## config.mk

```make
export PLATFORM = sky130hd
export DESIGN_NAME = edoc_ctrl
export DESIGN_NICKNAME = d
export VERILOG_FILES = /design/src/rtl/edoc_pkg.sv /design/src/rtl/edoc_buf.sv /design/src/rtl/edoc_ctrl.sv
export VERILOG_INCLUDE_DIRS = /design/src /design/src/rtl
export SDC_FILE = /design/constraint.sdc
export NUM_CORES = 1
export LEC_CHECK = 0
export ABC_AREA = 0
export BUFFER_PORTS_ARGS = -buffer_cell sky130_fd_sc_hd__buf_2
export CAP_MARGIN = 20
export CORE_ASPECT_RATIO = 1.1
export CORE_MARGIN = 2
export CORE_UTILIZATION = 53
export DETAILED_ROUTE_END_ITERATION = 10
export GPL_ROUTABILITY_DRIVEN = 1
export HOLD_SLACK_MARGIN = 0.08
export PLACE_DENSITY_LB_ADDON = 0.1
export SLEW_MARGIN = 20
export SYNTH_ARGS = -nofsm -noshare
export SYNTH_HDL_FRONTEND = slang
export SYNTH_SLANG_ARGS = --single-unit
```

## constraint.sdc

```tcl
create_clock -name sys_clk -period 8.8 [get_ports sys_clk]
set_input_delay 1.76 -clock sys_clk [delete_from_list [all_inputs] [get_ports sys_clk]]
set_output_delay 1.76 -clock sys_clk [all_outputs]
set_load 0.005 [all_outputs]
```

## src/rtl/edoc_regs.svh

```systemverilog
// constants for the extended-output page dram controller
// Summary of operation
// every read meets the read hold from column or from row strobe.
// the memory floats its data pins an output turn-off delay after both strobes rise.
// write enable low before column strobe falls gives an early write, outputs stay open.
// late write enable meeting all delay minimums gives read-modify-write with read data out.
// the controller meets early-write or read-modify-write conditions, never something between; its late-write op meets neither.
// output enable high and write enable falling after column strobe gives a late write.
// write data is timed from column strobe fall, or from write enable fall when late.
// with output enable tied low, no late write or read-modify-write is attempted.
// a hidden refresh after a write holds write enable low and output enable high.
// write enable low around row strobe fall in column-before-row refresh enters test mode.
// after self refresh, refresh every row before normal use.
// write enable is held high around row strobe fall in normal accesses.
// column strobe low before row strobe and a long row pulse enter self refresh.
// row and column addresses share the address pins in one of two splits.
// the array holds 16,777,216 four-bit words in one of two shapes.
// the row address is taken at row strobe fall, then the column at column strobe fall.
// 4,096 column-before-row refreshes are spread over every 64ms.
// write enable low means write, otherwise read.
// read data is driven only while output enable is low.
// read data stays valid after column strobe rises while row strobe and output enable stay low.
// toggling output enable with both strobes low switches the data pins on and off.
// output enable high at column strobe rise keeps the data pins off until the next fall.
// an output enable pulse during column strobe high turns the data pins off.
// page mode keeps row strobe low and cycles column strobe with new column addresses.
`ifndef EDOC_REGS_SVH
`define EDOC_REGS_SVH

`define EDOC_ADDR_W       24
`define EDOC_PIN_W        13
`define EDOC_DQ_W         4
`define EDOC_CNT_W        16
`define EDOC_REFI_W       11
`define EDOC_BURST_W      13
`define EDOC_BUF_DEPTH    2
// row/column split of the word address
`define EDOC_COL_NARROW   11
`define EDOC_COL_SQUARE   12

`define EDOC_CLK_NS       10
`define EDOC_CYC_MIN(ns)  ((((ns) + `EDOC_CLK_NS - 1) / `EDOC_CLK_NS))
`define EDOC_CYC_MAX(ns)  (((ns) / `EDOC_CLK_NS))

`define EDOC_T_RAH_NS     10
`define EDOC_T_RCD_NS     14
`define EDOC_T_RAC_NS     60
`define EDOC_T_CWL_NS     15
`define EDOC_T_OD_NS      15
`define EDOC_T_CP_NS      10
`define EDOC_T_RAS_NS     60
`define EDOC_T_RP_NS      40
`define EDOC_T_CSR_NS     5
`define EDOC_T_RPS_NS     110
`define EDOC_T_RASS_NS    100000
`define EDOC_T_RASP_NS    125000
`define EDOC_T_REF_NS     64000000
`define EDOC_REF_CYCLES   4096

`define EDOC_C_RAH        `EDOC_CYC_MIN(`EDOC_T_RAH_NS)
`define EDOC_C_RCD        `EDOC_CYC_MIN(`EDOC_T_RCD_NS)
`define EDOC_C_COL_RD     (`EDOC_CYC_MIN(`EDOC_T_RAC_NS) - `EDOC_C_RCD)
`define EDOC_C_CWL        `EDOC_CYC_MIN(`EDOC_T_CWL_NS)
`define EDOC_C_OD         `EDOC_CYC_MIN(`EDOC_T_OD_NS)
`define EDOC_C_CP         `EDOC_CYC_MIN(`EDOC_T_CP_NS)
`define EDOC_C_RAS        `EDOC_CYC_MIN(`EDOC_T_RAS_NS)
`define EDOC_C_RP         `EDOC_CYC_MIN(`EDOC_T_RP_NS)
`define EDOC_C_CSR        `EDOC_CYC_MIN(`EDOC_T_CSR_NS)
`define EDOC_C_RPS        `EDOC_CYC_MIN(`EDOC_T_RPS_NS)
`define EDOC_C_REFI       `EDOC_CYC_MAX(`EDOC_T_REF_NS / `EDOC_REF_CYCLES)
// cycles kept in hand before the longest page time runs out
`define EDOC_C_PAGE_GUARD 16

`endif

```

## src/rtl/edoc_pkg.sv

```systemverilog
// types shared by the dram controller files
`include "edoc_regs.svh"
package edoc_pkg;

    typedef enum logic [2:0] {
        EDOC_OP_READ  = 3'h0,
        EDOC_OP_EARLY = 3'h1,
        EDOC_OP_LATE  = 3'h2,
        EDOC_OP_RMW   = 3'h3,
        EDOC_OP_TEST  = 3'h4
    } edoc_op_e;

    typedef struct packed {
        edoc_op_e                 op;
        logic [`EDOC_ADDR_W-1:0]  addr;
        logic [`EDOC_DQ_W-1:0]    wdata;
    } edoc_req_s;

    typedef struct packed {
        logic                     ras_n;
        logic                     cas_n;
        logic                     we_n;
        logic                     oe_n;
        logic [`EDOC_PIN_W-1:0]   addr;
        logic [`EDOC_DQ_W-1:0]    dq_out;
        logic                     dq_oe;
    } edoc_pins_s;

    typedef enum logic [11:0] {
        EDOC_S_IDLE  = 12'h001,
        EDOC_S_ROW   = 12'h002,
        EDOC_S_ADDR  = 12'h004,
        EDOC_S_COL   = 12'h008,
        EDOC_S_TURN  = 12'h010,
        EDOC_S_LATE  = 12'h020,
        EDOC_S_CASUP = 12'h040,
        EDOC_S_PRE   = 12'h080,
        EDOC_S_RCAS  = 12'h100,
        EDOC_S_RRAS  = 12'h200,
        EDOC_S_SELF  = 12'h400,
        EDOC_S_SEXIT = 12'h800
    } edoc_state_e;

endpackage : edoc_pkg

```

## src/rtl/edoc_buf.sv

```systemverilog
// small valid/ready buffer for read words
`timescale 1ns/1ps
module edoc_buf #(
    parameter int WIDTH = 4,
    parameter int DEPTH = 2
) (
    input  wire logic             sys_clk,
    input  wire logic             rst_n,
    input  wire logic             in_valid,
    output logic                  in_ready,
    input  wire logic [WIDTH-1:0] in_data,
    output logic                  out_valid,
    input  wire logic             out_ready,
    output logic [WIDTH-1:0]      out_data
);
    logic [WIDTH-1:0] mem_q [DEPTH];
    logic [WIDTH-1:0] mem_d [DEPTH];
    logic [DEPTH-1:0] vld_q;
    logic [DEPTH-1:0] vld_d;
    logic             placed;

    // entry 0 is always the head, so the outputs come straight from flops
    always_comb begin
        mem_d  = mem_q;
        vld_d  = vld_q;
        placed = 1'b0;
        if (vld_q[0] && out_ready) begin
            for (int i = 0; i < DEPTH - 1; i++) begin
                mem_d[i] = mem_q[i+1];
                vld_d[i] = vld_q[i+1];
            end
            vld_d[DEPTH-1] = 1'b0;
        end
        // ready is taken from the full flag, not from a same-cycle pop
        if (in_valid && !vld_q[DEPTH-1]) begin
            for (int i = 0; i < DEPTH; i++) begin
                if (!vld_d[i] && !placed) begin
                    mem_d[i] = in_data;
                    vld_d[i] = 1'b1;
                    placed   = 1'b1;
                end
            end
        end
    end

    always_ff @(posedge sys_clk or negedge rst_n) begin
        if (!rst_n) begin
            for (int i = 0; i < DEPTH; i++) begin
                mem_q[i] <= '0;
            end
            vld_q <= '0;
        end else begin
            mem_q <= mem_d;
            vld_q <= vld_d;
        end
    end

    assign in_ready  = !vld_q[DEPTH-1];
    assign out_valid = vld_q[0];
    assign out_data  = mem_q[0];

endmodule : edoc_buf

```

## src/rtl/edoc_ctrl.sv

```systemverilog
// host controller for an extended-output page dram
`timescale 1ns/1ps
`include "edoc_regs.svh"
module edoc_ctrl #(
    parameter int SELF_MIN_CYC = `EDOC_CYC_MIN(`EDOC_T_RASS_NS),
    parameter int PAGE_MAX_CYC = `EDOC_CYC_MAX(`EDOC_T_RASP_NS)
) (
    input  wire logic                   sys_clk,
    input  wire logic                   rst_n,
    input  wire logic                   cfg_square,
    input  wire logic                   self_req,
    output logic                        self_active,
    input  wire logic                   req_valid,
    output logic                        req_ready,
    input  wire edoc_pkg::edoc_req_s    req,
    output logic                        rd_valid,
    input  wire logic                   rd_ready,
    output logic [`EDOC_DQ_W-1:0]       rd_data,
    output edoc_pkg::edoc_pins_s        pins,
    input  wire logic [`EDOC_DQ_W-1:0]  dq_in
);
    edoc_pkg::edoc_state_e      state_q;
    edoc_pkg::edoc_state_e      state_d;
    logic [`EDOC_CNT_W-1:0]     cnt_q;
    logic [`EDOC_CNT_W-1:0]     cnt_d;
    logic [`EDOC_CNT_W-1:0]     ras_cnt_q;
    logic [`EDOC_CNT_W-1:0]     ras_cnt_d;
    edoc_pkg::edoc_req_s        act_q;
    edoc_pkg::edoc_req_s        act_d;
    edoc_pkg::edoc_req_s        cur_q;
    edoc_pkg::edoc_req_s        cur_d;
    logic                       cur_vld_q;
    logic                       cur_vld_d;
    logic                       self_q;
    logic                       self_d;
    logic                       tst_q;
    logic                       tst_d;
    logic [`EDOC_BURST_W:0]     burst_q;
    logic [`EDOC_BURST_W:0]     burst_d;
    logic [`EDOC_REFI_W-1:0]    refi_q;
    logic [`EDOC_REFI_W-1:0]    refi_d;
    logic                       pend_q;
    logic                       pend_d;
    logic                       ref_take;
    logic                       done;
    logic                       ras_low;
    edoc_pkg::edoc_pins_s       pins_q;
    edoc_pkg::edoc_pins_s       pins_d;
    logic                       buf_push;
    logic                       buf_ready;

    // wait length n cycles, counter reaches zero on the last one
    function automatic logic [`EDOC_CNT_W-1:0] ld(input int n);
        ld = (n > 1) ? `EDOC_CNT_W'(n - 1) : '0;
    endfunction : ld

    function automatic logic reads(input edoc_pkg::edoc_op_e op);
        reads = (op == edoc_pkg::EDOC_OP_READ) || (op == edoc_pkg::EDOC_OP_RMW);
    endfunction : reads

    // address split
    function automatic logic [`EDOC_PIN_W-1:0] row_of(input logic [`EDOC_ADDR_W-1:0] a,
                                                     input logic sq);
        row_of = sq ? `EDOC_PIN_W'(a[`EDOC_ADDR_W-1:`EDOC_COL_SQUARE])
                    : `EDOC_PIN_W'(a[`EDOC_ADDR_W-1:`EDOC_COL_NARROW]);
    endfunction : row_of

    // column part of the 24-bit word address
    function automatic logic [`EDOC_PIN_W-1:0] col_of(input logic [`EDOC_ADDR_W-1:0] a,
                                                     input logic sq);
        col_of = sq ? `EDOC_PIN_W'(a[`EDOC_COL_SQUARE-1:0])
                    : `EDOC_PIN_W'(a[`EDOC_COL_NARROW-1:0]);
    endfunction : col_of

    function automatic logic [`EDOC_CNT_W-1:0] col_len(input edoc_pkg::edoc_op_e op);
        unique case (op)
            edoc_pkg::EDOC_OP_EARLY: col_len = ld(`EDOC_C_CWL);
            edoc_pkg::EDOC_OP_LATE:  col_len = ld(1);
            default:                 col_len = ld(`EDOC_C_COL_RD);
        endcase
    endfunction : col_len

    assign done = (cnt_q == '0);

    always_comb begin
        state_d   = state_q;
        cnt_d     = done ? cnt_q : cnt_q - 1'b1;
        act_d     = act_q;
        cur_d     = cur_q;
        cur_vld_d = cur_vld_q;
        self_d    = self_q;
        tst_d     = tst_q;
        burst_d   = burst_q;
        ref_take  = 1'b0;
        if (req_valid && req_ready) begin
            cur_d     = req;
            cur_vld_d = 1'b1;
        end
        unique case (state_q)
            edoc_pkg::EDOC_S_IDLE: begin
                if (self_req) begin
                    // column strobe first, row strobe then held low
                    state_d = edoc_pkg::EDOC_S_RCAS;
                    cnt_d   = ld(`EDOC_C_CSR);
                    self_d  = 1'b1;
                    tst_d   = 1'b0;
                end else if (pend_q || burst_q != '0) begin
                    // refresh only from precharge, never hidden
                    state_d  = edoc_pkg::EDOC_S_RCAS;
                    cnt_d    = ld(`EDOC_C_CSR);
                    tst_d    = 1'b0;
                    ref_take = pend_q;
                end else if (cur_vld_q && cur_q.op == edoc_pkg::EDOC_OP_TEST) begin
                    // test-mode refresh on request
                    state_d   = edoc_pkg::EDOC_S_RCAS;
                    cnt_d     = ld(`EDOC_C_CSR);
                    tst_d     = 1'b1;
                    cur_vld_d = 1'b0;
                end else if (cur_vld_q && (!reads(cur_q.op) || buf_ready)) begin
                    state_d   = edoc_pkg::EDOC_S_ROW;
                    cnt_d     = ld(`EDOC_C_RAH);
                    act_d     = cur_q;
                    cur_vld_d = 1'b0;
                end
            end
            edoc_pkg::EDOC_S_ROW: begin
                if (done) begin
                    state_d = edoc_pkg::EDOC_S_ADDR;
                    cnt_d   = ld(`EDOC_C_RCD - `EDOC_C_RAH);
                end
            end
            edoc_pkg::EDOC_S_ADDR: begin
                if (done) begin
                    state_d = edoc_pkg::EDOC_S_COL;
                    cnt_d   = col_len(act_q.op);
                end
            end
            edoc_pkg::EDOC_S_COL: begin
                if (done) begin
                    if (reads(act_q.op)) begin
                        // release the bus before the data pins turn round
                        state_d = edoc_pkg::EDOC_S_TURN;
                        cnt_d   = ld(`EDOC_C_OD);
                    end else if (act_q.op == edoc_pkg::EDOC_OP_LATE) begin
                        state_d = edoc_pkg::EDOC_S_LATE;
                        cnt_d   = ld(`EDOC_C_CWL + 1);
                    end else begin
                        state_d = edoc_pkg::EDOC_S_CASUP;
                        cnt_d   = ld(`EDOC_C_CP);
                    end
                end
            end
            edoc_pkg::EDOC_S_TURN: begin
                if (done) begin
                    // write phase follows the read phase
                    if (act_q.op == edoc_pkg::EDOC_OP_RMW) begin
                        state_d = edoc_pkg::EDOC_S_LATE;
                        cnt_d   = ld(`EDOC_C_CWL + 1);
                    end else begin
                        state_d = edoc_pkg::EDOC_S_CASUP;
                        cnt_d   = ld(`EDOC_C_CP);
                    end
                end
            end
            edoc_pkg::EDOC_S_LATE: begin
                if (done) begin
                    state_d = edoc_pkg::EDOC_S_CASUP;
                    cnt_d   = ld(`EDOC_C_CP);
                end
            end
            edoc_pkg::EDOC_S_CASUP: begin
                if (done) begin
                    // stay in the open row for a same-row request
                    if (cur_vld_q && cur_q.op != edoc_pkg::EDOC_OP_TEST && !pend_q &&
                        !self_req && (!reads(cur_q.op) || buf_ready) &&
                        row_of(cur_q.addr, cfg_square) == row_of(act_q.addr, cfg_square) &&
                        ras_cnt_q < `EDOC_CNT_W'(PAGE_MAX_CYC - `EDOC_C_PAGE_GUARD)) begin
                        state_d   = edoc_pkg::EDOC_S_ADDR;
                        cnt_d     = ld(1);
                        act_d     = cur_q;
                        cur_vld_d = 1'b0;
                    end else if (ras_cnt_q >= `EDOC_CNT_W'(`EDOC_C_RAS)) begin
                        state_d = edoc_pkg::EDOC_S_PRE;
                        cnt_d   = ld(`EDOC_C_RP);
                    end
                end
            end
            edoc_pkg::EDOC_S_PRE: begin
                if (done) begin
                    state_d = edoc_pkg::EDOC_S_IDLE;
                    tst_d   = 1'b0;
                end
            end
            edoc_pkg::EDOC_S_RCAS: begin
                if (done) begin
                    state_d = edoc_pkg::EDOC_S_RRAS;
                    cnt_d   = ld(`EDOC_C_RAS);
                end
            end
            edoc_pkg::EDOC_S_RRAS: begin
                if (done) begin
                    if (self_q) begin
                        state_d = edoc_pkg::EDOC_S_SELF;
                    end else begin
                        state_d = edoc_pkg::EDOC_S_PRE;
                        cnt_d   = ld(`EDOC_C_RP);
                        if (!tst_q && burst_q != '0) begin
                            burst_d = burst_q - 1'b1;
                        end
                    end
                end
            end
            edoc_pkg::EDOC_S_SELF: begin
                // row strobe held past the least self-refresh pulse
                if (!self_req && ras_cnt_q >= `EDOC_CNT_W'(SELF_MIN_CYC)) begin
                    state_d = edoc_pkg::EDOC_S_SEXIT;
                    cnt_d   = ld(`EDOC_C_RPS);
                    self_d  = 1'b0;
                end
            end
            edoc_pkg::EDOC_S_SEXIT: begin
                if (done) begin
                    // full burst of refreshes before any access
                    state_d = edoc_pkg::EDOC_S_IDLE;
                    burst_d = (`EDOC_BURST_W+1)'(`EDOC_REF_CYCLES);
                end
            end
            default: begin
                state_d = edoc_pkg::EDOC_S_IDLE;
            end
        endcase
    end

    // one refresh due every interval, the set beats the clear
    always_comb begin
        refi_d = (refi_q == `EDOC_REFI_W'(`EDOC_C_REFI - 1)) ? '0 : refi_q + 1'b1;
        pend_d = (refi_q == `EDOC_REFI_W'(`EDOC_C_REFI - 1)) || (pend_q && !ref_take);
    end

    always_comb begin
        ras_low = (state_d != edoc_pkg::EDOC_S_IDLE) && (state_d != edoc_pkg::EDOC_S_PRE) &&
                  (state_d != edoc_pkg::EDOC_S_RCAS) && (state_d != edoc_pkg::EDOC_S_SEXIT);
        if (!ras_low) begin
            ras_cnt_d = '0;
        end else if (ras_cnt_q == '1) begin
            ras_cnt_d = ras_cnt_q;
        end else begin
            ras_cnt_d = ras_cnt_q + 1'b1;
        end
    end

    // pin values follow the next state so every pin leaves a flop
    always_comb begin
        pins_d        = '0;
        pins_d.ras_n  = !ras_low;
        pins_d.cas_n  = 1'b1;
        // write enable high unless a write phase or test-mode entry pulls it low
        pins_d.we_n   = 1'b1;
        pins_d.oe_n   = 1'b1;
        pins_d.dq_out = act_d.wdata;
        unique case (state_d)
            edoc_pkg::EDOC_S_ROW: begin
                // row address first
                pins_d.addr = row_of(act_d.addr, cfg_square);
            end
            edoc_pkg::EDOC_S_ADDR: begin
                pins_d.addr = col_of(act_d.addr, cfg_square);
                // early write: data and write enable ahead of column strobe
                if (act_d.op == edoc_pkg::EDOC_OP_EARLY) begin
                    pins_d.we_n  = 1'b0;
                    pins_d.dq_oe = 1'b1;
                end
            end
            edoc_pkg::EDOC_S_COL: begin
                // column taken at column strobe fall
                pins_d.addr  = col_of(act_d.addr, cfg_square);
                pins_d.cas_n = 1'b0;
                // R19 reads drop output enable, writes hold it high
                pins_d.oe_n  = !reads(act_d.op);
                pins_d.we_n  = (act_d.op != edoc_pkg::EDOC_OP_EARLY);
                pins_d.dq_oe = !reads(act_d.op);
            end
            edoc_pkg::EDOC_S_TURN: begin
                // output enable high before column strobe rises
                pins_d.addr  = col_of(act_d.addr, cfg_square);
                pins_d.cas_n = 1'b0;
            end
            edoc_pkg::EDOC_S_LATE: begin
                // data one cycle ahead, then write enable low
                pins_d.addr  = col_of(act_d.addr, cfg_square);
                pins_d.cas_n = 1'b0;
                pins_d.dq_oe = 1'b1;
                pins_d.we_n  = (cnt_d >= `EDOC_CNT_W'(`EDOC_C_CWL));
            end
            edoc_pkg::EDOC_S_RCAS,
            edoc_pkg::EDOC_S_RRAS: begin
                pins_d.cas_n = 1'b0;
                // write enable low around row strobe fall only for test entry
                pins_d.we_n  = !tst_d;
            end
            edoc_pkg::EDOC_S_SELF: begin
                pins_d.cas_n = 1'b0;
            end
            default: begin
                pins_d.addr = '0;
            end
        endcase
    end

    always_ff @(posedge sys_clk or negedge rst_n) begin
        if (!rst_n) begin
            state_q   <= edoc_pkg::EDOC_S_IDLE;
            cnt_q     <= '0;
            ras_cnt_q <= '0;
            act_q     <= '0;
            cur_q     <= '0;
            cur_vld_q <= 1'b0;
            self_q    <= 1'b0;
            tst_q     <= 1'b0;
            burst_q   <= '0;
            refi_q    <= '0;
            pend_q    <= 1'b0;
            pins_q    <= '{ras_n: 1'b1, cas_n: 1'b1, we_n: 1'b1, oe_n: 1'b1, default: '0};
            req_ready <= 1'b0;
        end else begin
            state_q   <= state_d;
            cnt_q     <= cnt_d;
            ras_cnt_q <= ras_cnt_d;
            act_q     <= act_d;
            cur_q     <= cur_d;
            cur_vld_q <= cur_vld_d;
            self_q    <= self_d;
            tst_q     <= tst_d;
            burst_q   <= burst_d;
            refi_q    <= refi_d;
            pend_q    <= pend_d;
            pins_q    <= pins_d;
            req_ready <= !cur_vld_d;
        end
    end

    // sample before the column strobe rises, 40 ns after it falls, so 60 ns after row strobe on a row's first access
    assign buf_push = (state_q == edoc_pkg::EDOC_S_COL) && done && reads(act_q.op);

    edoc_buf #(
        .WIDTH (`EDOC_DQ_W),
        .DEPTH (`EDOC_BUF_DEPTH)
    ) u_rd_buf (
        .sys_clk   (sys_clk),
        .rst_n     (rst_n),
        .in_valid  (buf_push),
        .in_ready  (buf_ready),
        .in_data   (dq_in),
        .out_valid (rd_valid),
        .out_ready (rd_ready),
        .out_data  (rd_data)
    );

    assign pins        = pins_q;
    assign self_active = self_q;

endmodule : edoc_ctrl

```

# Word level (Yosys, flattened, before mapping)
# Cells that the tools add are included.
[word_totals]
register_bits = 164
latchBits = 0
ram_bits = 0
mem_bits_ro = 0
inputBits = 41
out_inout_bits = 29
elab_cells = 233
memories = 0
[op_classes]
addsub = 4
mul = 0
div_mod_pow = 0
magnitude_cmp = 4
eq_ne = 49
n_shift = 0
muxes = 96
bitwise_logic = 0
n_reduce_logical = 55
[op_table]
columns = ["operator", "n"]
rows = [
  ["$mux W16", 18],
  ["$mux W12", 17],
  ["$mux W31", 6],
  ["$pmux W16 S9", 1],
  ["$pmux W12 S11", 1],
  ["$pmux W31 S2", 1],
  ["$mux W14", 4],
  ["$mux W13", 3],
  ["$pmux W14 S2", 1],
  ["$ne A2 B2 Y1 const B", 13],
  ["$pmux W13 S2", 1],
  ["$eq A12 B10 Y1 const B", 2],
  ["$eq A12 B11 Y1 const B", 2],
  ["$eq A12 B2 Y1 const B", 2],
  ["$eq A12 B3 Y1 const B", 2],
  ["$eq A12 B4 Y1 const B", 2],
  ["$eq A12 B5 Y1 const B", 2],
  ["$eq A12 B6 Y1 const B", 2],
  ["$eq A12 B9 Y1 const B", 2],
  ["$mux W1", 23],
  ["$mux W11", 2],
  ["$mux W7", 3],
  ["$logic_and A1 B1 Y1", 20],
  ["$add A16 B1 Y16 const B", 1],
  ["43 further kinds", 77],
]

# Logic depth before layout (Yosys ltp)
[depth]
depth_word = 15
mapped_depth = 13
depth_no_buf = 12

# Cells and area by module
# From an unflattened synthesis, not the netlist that was laid out.
[unflattened]
hier_cells = 909
area_unflattened_um2 = 8782.2
[by_module_without_submodules]
columns = ["mod", "instances", "cells_each", "area_per_inst_um2", "seq_area_each_um2"]
rows = [
  ["edoc_ctrl", 1, 872, 8315.5, 3860.0],
  ["edoc_buf", 1, 37, 466.7, 250.2],
]

# Least setup slack after synthesis
# Ideal clock, no wire load.
[synth_timing]
kind = "input port to flip-flop"
start = "in self_req"
end = "reg ras_cnt_q[5]"
setup_time_ns = 0.071
arrival_time_ns = 3.809
required_ns = 8.729
slack_ns = 4.920
cell_stages = 10
n_path_buf = 2
cell_sequence = "nor2_1 o2111ai_1 a211oi_2 a211oi_2 o31a_1 nand2b_4 or4_4 buf_6 buf_12 nor2_4"
[synth_between]
elab_chain_cells = 13
word_cells_on_any_way = 20
classes_between = "eq/ne (5); mux (6); reduce/logical (9)"
[synth_rtl]
columns = ["element", "line", "source"]
rows = [
  ["from (decl)", "edoc_ctrl.sv:11", "input wire logic self_req,"],
  ["$logic_not A1 Y1", "edoc_ctrl.sv:175, edoc_ctrl.sv:215", ""],
  ["$logic_and A1 B1 Y1", "edoc_ctrl.sv:174", "if (cur_vld_q && cur_q.op != edoc_pkg::EDOC_OP_TEST && !pend_q &&"],
  ["$logic_and A1 B1 Y1 (2 in series)", "edoc_ctrl.sv:175", "!self_req && (!reads(cur_q.op) || buf_ready) &&"],
  ["$logic_and A1 B1 Y1", "edoc_ctrl.sv:174", ""],
  ["$mux W12", "edoc_ctrl.sv:174", ""],
  ["$mux W12", "edoc_ctrl.sv:172", "if (done) begin"],
  ["$pmux W12 S11 (*)", "edoc_ctrl.sv:99", "unique case (state_q)"],
  ["net state_d[8]", "edoc_ctrl.sv:23", "edoc_pkg::edoc_state_e state_d;"],
  ["$ne A12 B1 Y1 or $ne A12 B8 Y1 (tied branches)", "edoc_ctrl.sv:241", "ras_low = (state_d != edoc_pkg::EDOC_S_IDLE) && (state_d != edoc_pkg::EDOC_S_PRE) &&"],
  ["$logic_and A1 B1 Y1 (2 in series)", "edoc_ctrl.sv:241", ""],
  ["$logic_and A1 B1 Y1 (*)", "edoc_ctrl.sv:242", "(state_d != edoc_pkg::EDOC_S_RCAS) && (state_d != edoc_pkg::EDOC_S_SEXIT);"],
  ["$ne A2 B2 Y1 (no source line) or $mux W16 (tied branches)", "--", ""],
  ["to (signal assigned)", "edoc_ctrl.sv:328", "ras_cnt_q <= ras_cnt_d;"],
  ["to (decl)", "edoc_ctrl.sv:26", "logic [`EDOC_CNT_W-1:0] ras_cnt_q;"],
]
# The timed path passes the listed nets; every way through them passes the cells marked *.
# A chain may end at the register's enable or synchronous reset.

==> results.sh <==
export IMPL_combPwrFrac_pct=44.4
export IMPL_syn_area_sq_um=9240
export IMPL_fin_util_pct=60.7
export IMPL_overflow=0
export IMPL_core_area_sq_um=17000
export IMPL_drt_antenna_violating_nets=0
export IMPL_p_switching_mw=1.47
export IMPL_clock_tree_root_cell="clkbuf_16"
export IMPL_drcViolationCount=0
export IMPL_wl_per_cell_microns=18.4
export IMPL_rsz0062_at_grt="no"
export IMPL_synth_compound_area_share_pct=12.1
export IMPL_place_congestion=0.922
export IMPL_synth_mux_area_share_pct=8.22
export IMPL_p_seq_share_pct=33.3
export IMPL_synth_edf_count=0
export IMPL_r2r_slack_ps=4790
export IMPL_via_count=7458
export IMPL_skew_ps=14.5
export IMPL_worst_slew_pin_slew_ps=992
export IMPL_grt_pass1_wl_microns=38200
export IMPL_critPathMaxStageDelay_ps=600
export IMPL_ys_seq_elements=164
export IMPL_ys_async_sr_fraction_pct=100
export IMPL_area_growth_pct=11.8
export IMPL_cp_slowest_cell="a21oi_4"
export IMPL_hp_class="reg -> reg"
export IMPL_powerDensity_nw_per_um2=332
export IMPL_synthTopCellsByArea="dfrtp_1, mux2_2, nand2_1"
export IMPL_maxCapViolCount=0
export IMPL_yosys_warnings=0
export IMPL_crit_arrival_ps=4460
export IMPL_final_common_cell="dfrtp_1"
export IMPL_drt_pass1_iterations=5
export IMPL_required_ps=9120
export IMPL_dieWidth_microns=130
export IMPL_die_h_microns=142
export IMPL_hpwl_microns=16500
export IMPL_yosysSeqAreaShare_pct=44.5
export IMPL_status="finished clean"
export IMPL_leakage_nw=4.72
export IMPL_ctsHtreeMaxLevel=4
export IMPL_path_max_fanout=33
export IMPL_drive_above_1_share_pct=21.0
export IMPL_crit_path_start_kind="input pin"
export IMPL_clockPowerShare_pct=22.3
export IMPL_ioPinCount=70
export IMPL_p_sw_share_pct=42.9
export IMPL_avgViaCountPerCell=5.94
export IMPL_synthSimpleGateAreaFrac_pct=24.4
export IMPL_setup_tns_ps=0
export IMPL_cts_clk_slew_worst_paths_ps=70
export IMPL_holdBufCountCts=0
export IMPL_cts_tree="done"
export IMPL_setup_violations_final=0
export IMPL_slew_viol_final=0
export IMPL_internal_power_mw=1.96
export IMPL_numPortBuffers=69
export IMPL_cts_sinks=164
export IMPL_grt_pass1_vias=7276
export IMPL_synthCells=964
export IMPL_cts_setup_buffers=0
export IMPL_avgSynthCellArea_sq_um=9.58
export IMPL_n_antenna_cell=0
export IMPL_syn_nets=1013
export IMPL_clk_latency_ps=440
export IMPL_drt_iter0_drc=461
export IMPL_relSlewSlack_pct=33.4
export IMPL_synth_top_family_by_area="simple AND/OR/NAND/NOR gates"
export IMPL_cts_resized=0
export IMPL_synth_top_area_cell="dfrtp_1"
export IMPL_wl_microns=23200
export IMPL_cts_buffer_depth=2
export IMPL_endpoint_kind="flip-flop"
export IMPL_grt_antenna_before_repair=0
export IMPL_finalCritPeriodShare_pct=47.0
export IMPL_synth_xor_area_share_pct=5.21
export IMPL_synth_top_cell_area_share_pct=43.1
export IMPL_fmax_mhz=242
export IMPL_grt_max_degree=95
export IMPL_cts_buffers=17
export IMPL_mostFrequentLayoutCells="dfrtp_1, nand2_1, nor2_1"
export IMPL_path_cells="buf_2 -> o2111ai_1 -> a211oi_2 -> nand3_1 -> a21oi_4 -> buf_16 -> mux2_2 -> nand2_1 -> o21ai_0"
export IMPL_synth_ff_type="dfrtp_1"
export IMPL_period_needed_ps=4140
export IMPL_peakVddDrop_uv=209
export IMPL_die_area_sq_um=18500
export IMPL_initial_core_util_pct=54.3
export IMPL_hold_viol=0
export IMPL_path_class="in -> reg"
export IMPL_synthAdderAreaFrac_pct=1.08
export IMPL_fin_hold_ws_ps=465
export IMPL_ys_types=82
export IMPL_grt_usage_pct=26.6
export IMPL_rows=50
export IMPL_nNetsFinal=1058
[power groups by stage]
stage               registers, mW  logic (mW)  clock network (mW)
finish                       1.14        1.52               0.762
global route                 1.17        1.68               0.811
CTS                          1.14        1.50               0.780
detailed placement           1.15        1.49                   0
global placement             1.15        1.44                   0
floorplan                    1.08        1.17                   0
[state kept, by name (all words and copies together) (netlist names), 2 cells and up]
signal             flops
act_q                 27
burst_q               14
cnt_q                 16
cur_q                 31
pins                  22
ras_cnt_q             16
refi_q                11
state_q               12
u_rd_buf.mem_q         4
u_rd_buf.out_data      4
u_rd_buf.vld_q         2
[cell families after synthesis]
group | Yosys count
AOI/OAI and AO/OA | 161
DFF | 164
buffers and inverters | 80
muxes | 69
adders and majority gates | 8
and+or+nand+nor | 427
xor gates and xnor gates | 55
[per-layer routing]
layer / part of all wire (%) / track usage (%) / wire, microns / vias up
met2: 50 / 44.5 / 11500 / 180
met5: 0 / 0 / 0 / -
met3: 4.2 / 3.76 / 969 / 41
met1: 43 / 34.5 / 10000 / 3664
li1: - / - / - / 3573
met4: 2.8 / 10.9 / 656 / 0
[critical path: cells and delay by family]
| family | cells | cell delay, ps |
|---|---|---|
| compound gates | 4 | 1230 |
| simple gates | 2 | 360 |
| mux | 1 | 360 |
| buf+inv | 2 | 740 |
[cell type report]
cell class	count	area [sq um]
Clock buffer	17	425
Inverter	25	93.8
Tap cell	234	293
Timing Repair Buffer	81	482
Clock inverter	15	188
Fill cell	1492	6690
Multi-Input combinational cell	720	4730
Sequential cell	164	4110
[worst paths after layout]
kind	depth (start not counted)	endpoint	startpoint
min	2	pins[4]	cur_q[3]
max	9	pins[9]	cfg_square
min in group asynchronous	1	ras_cnt_q[3]	rst_n
max reg2reg	12	pins[9]	cnt_q[0]
max in group asynchronous	2	act_q[26]	rst_n
min reg2reg	2	pins[4]	cur_q[3]
[Yosys cell counts (all sizes together) (12+ instances only)]
cell and instances:
mux2i 14, nand2b 15, buf 34, dfrtp 159
clkbuf 21, xor2 21, a21oi 29, inv 25
o21ai 37, mux2 55, nor2 106, a31oi 12
xnor2 34, nand2 104, nand3 47, nand4 17
or4 16, nor4 19, or3 13, nor3 36
[through the flow]
stage	std cells	setup slack, ps	area, sq um	total power [mW]
2_1_floorplan	964	4920	9240	2.25
4_1_cts	1255	4570	10300	3.42
3_5_place_dp	1223	4110	9680	2.64
6_report	1256	4660	10300	3.42
3_3_place_gp	1222	4020	9650	2.59
5_1_grt	1256	4480	10300	3.66
Note: power is estimated with default switching activity, not from simulation.
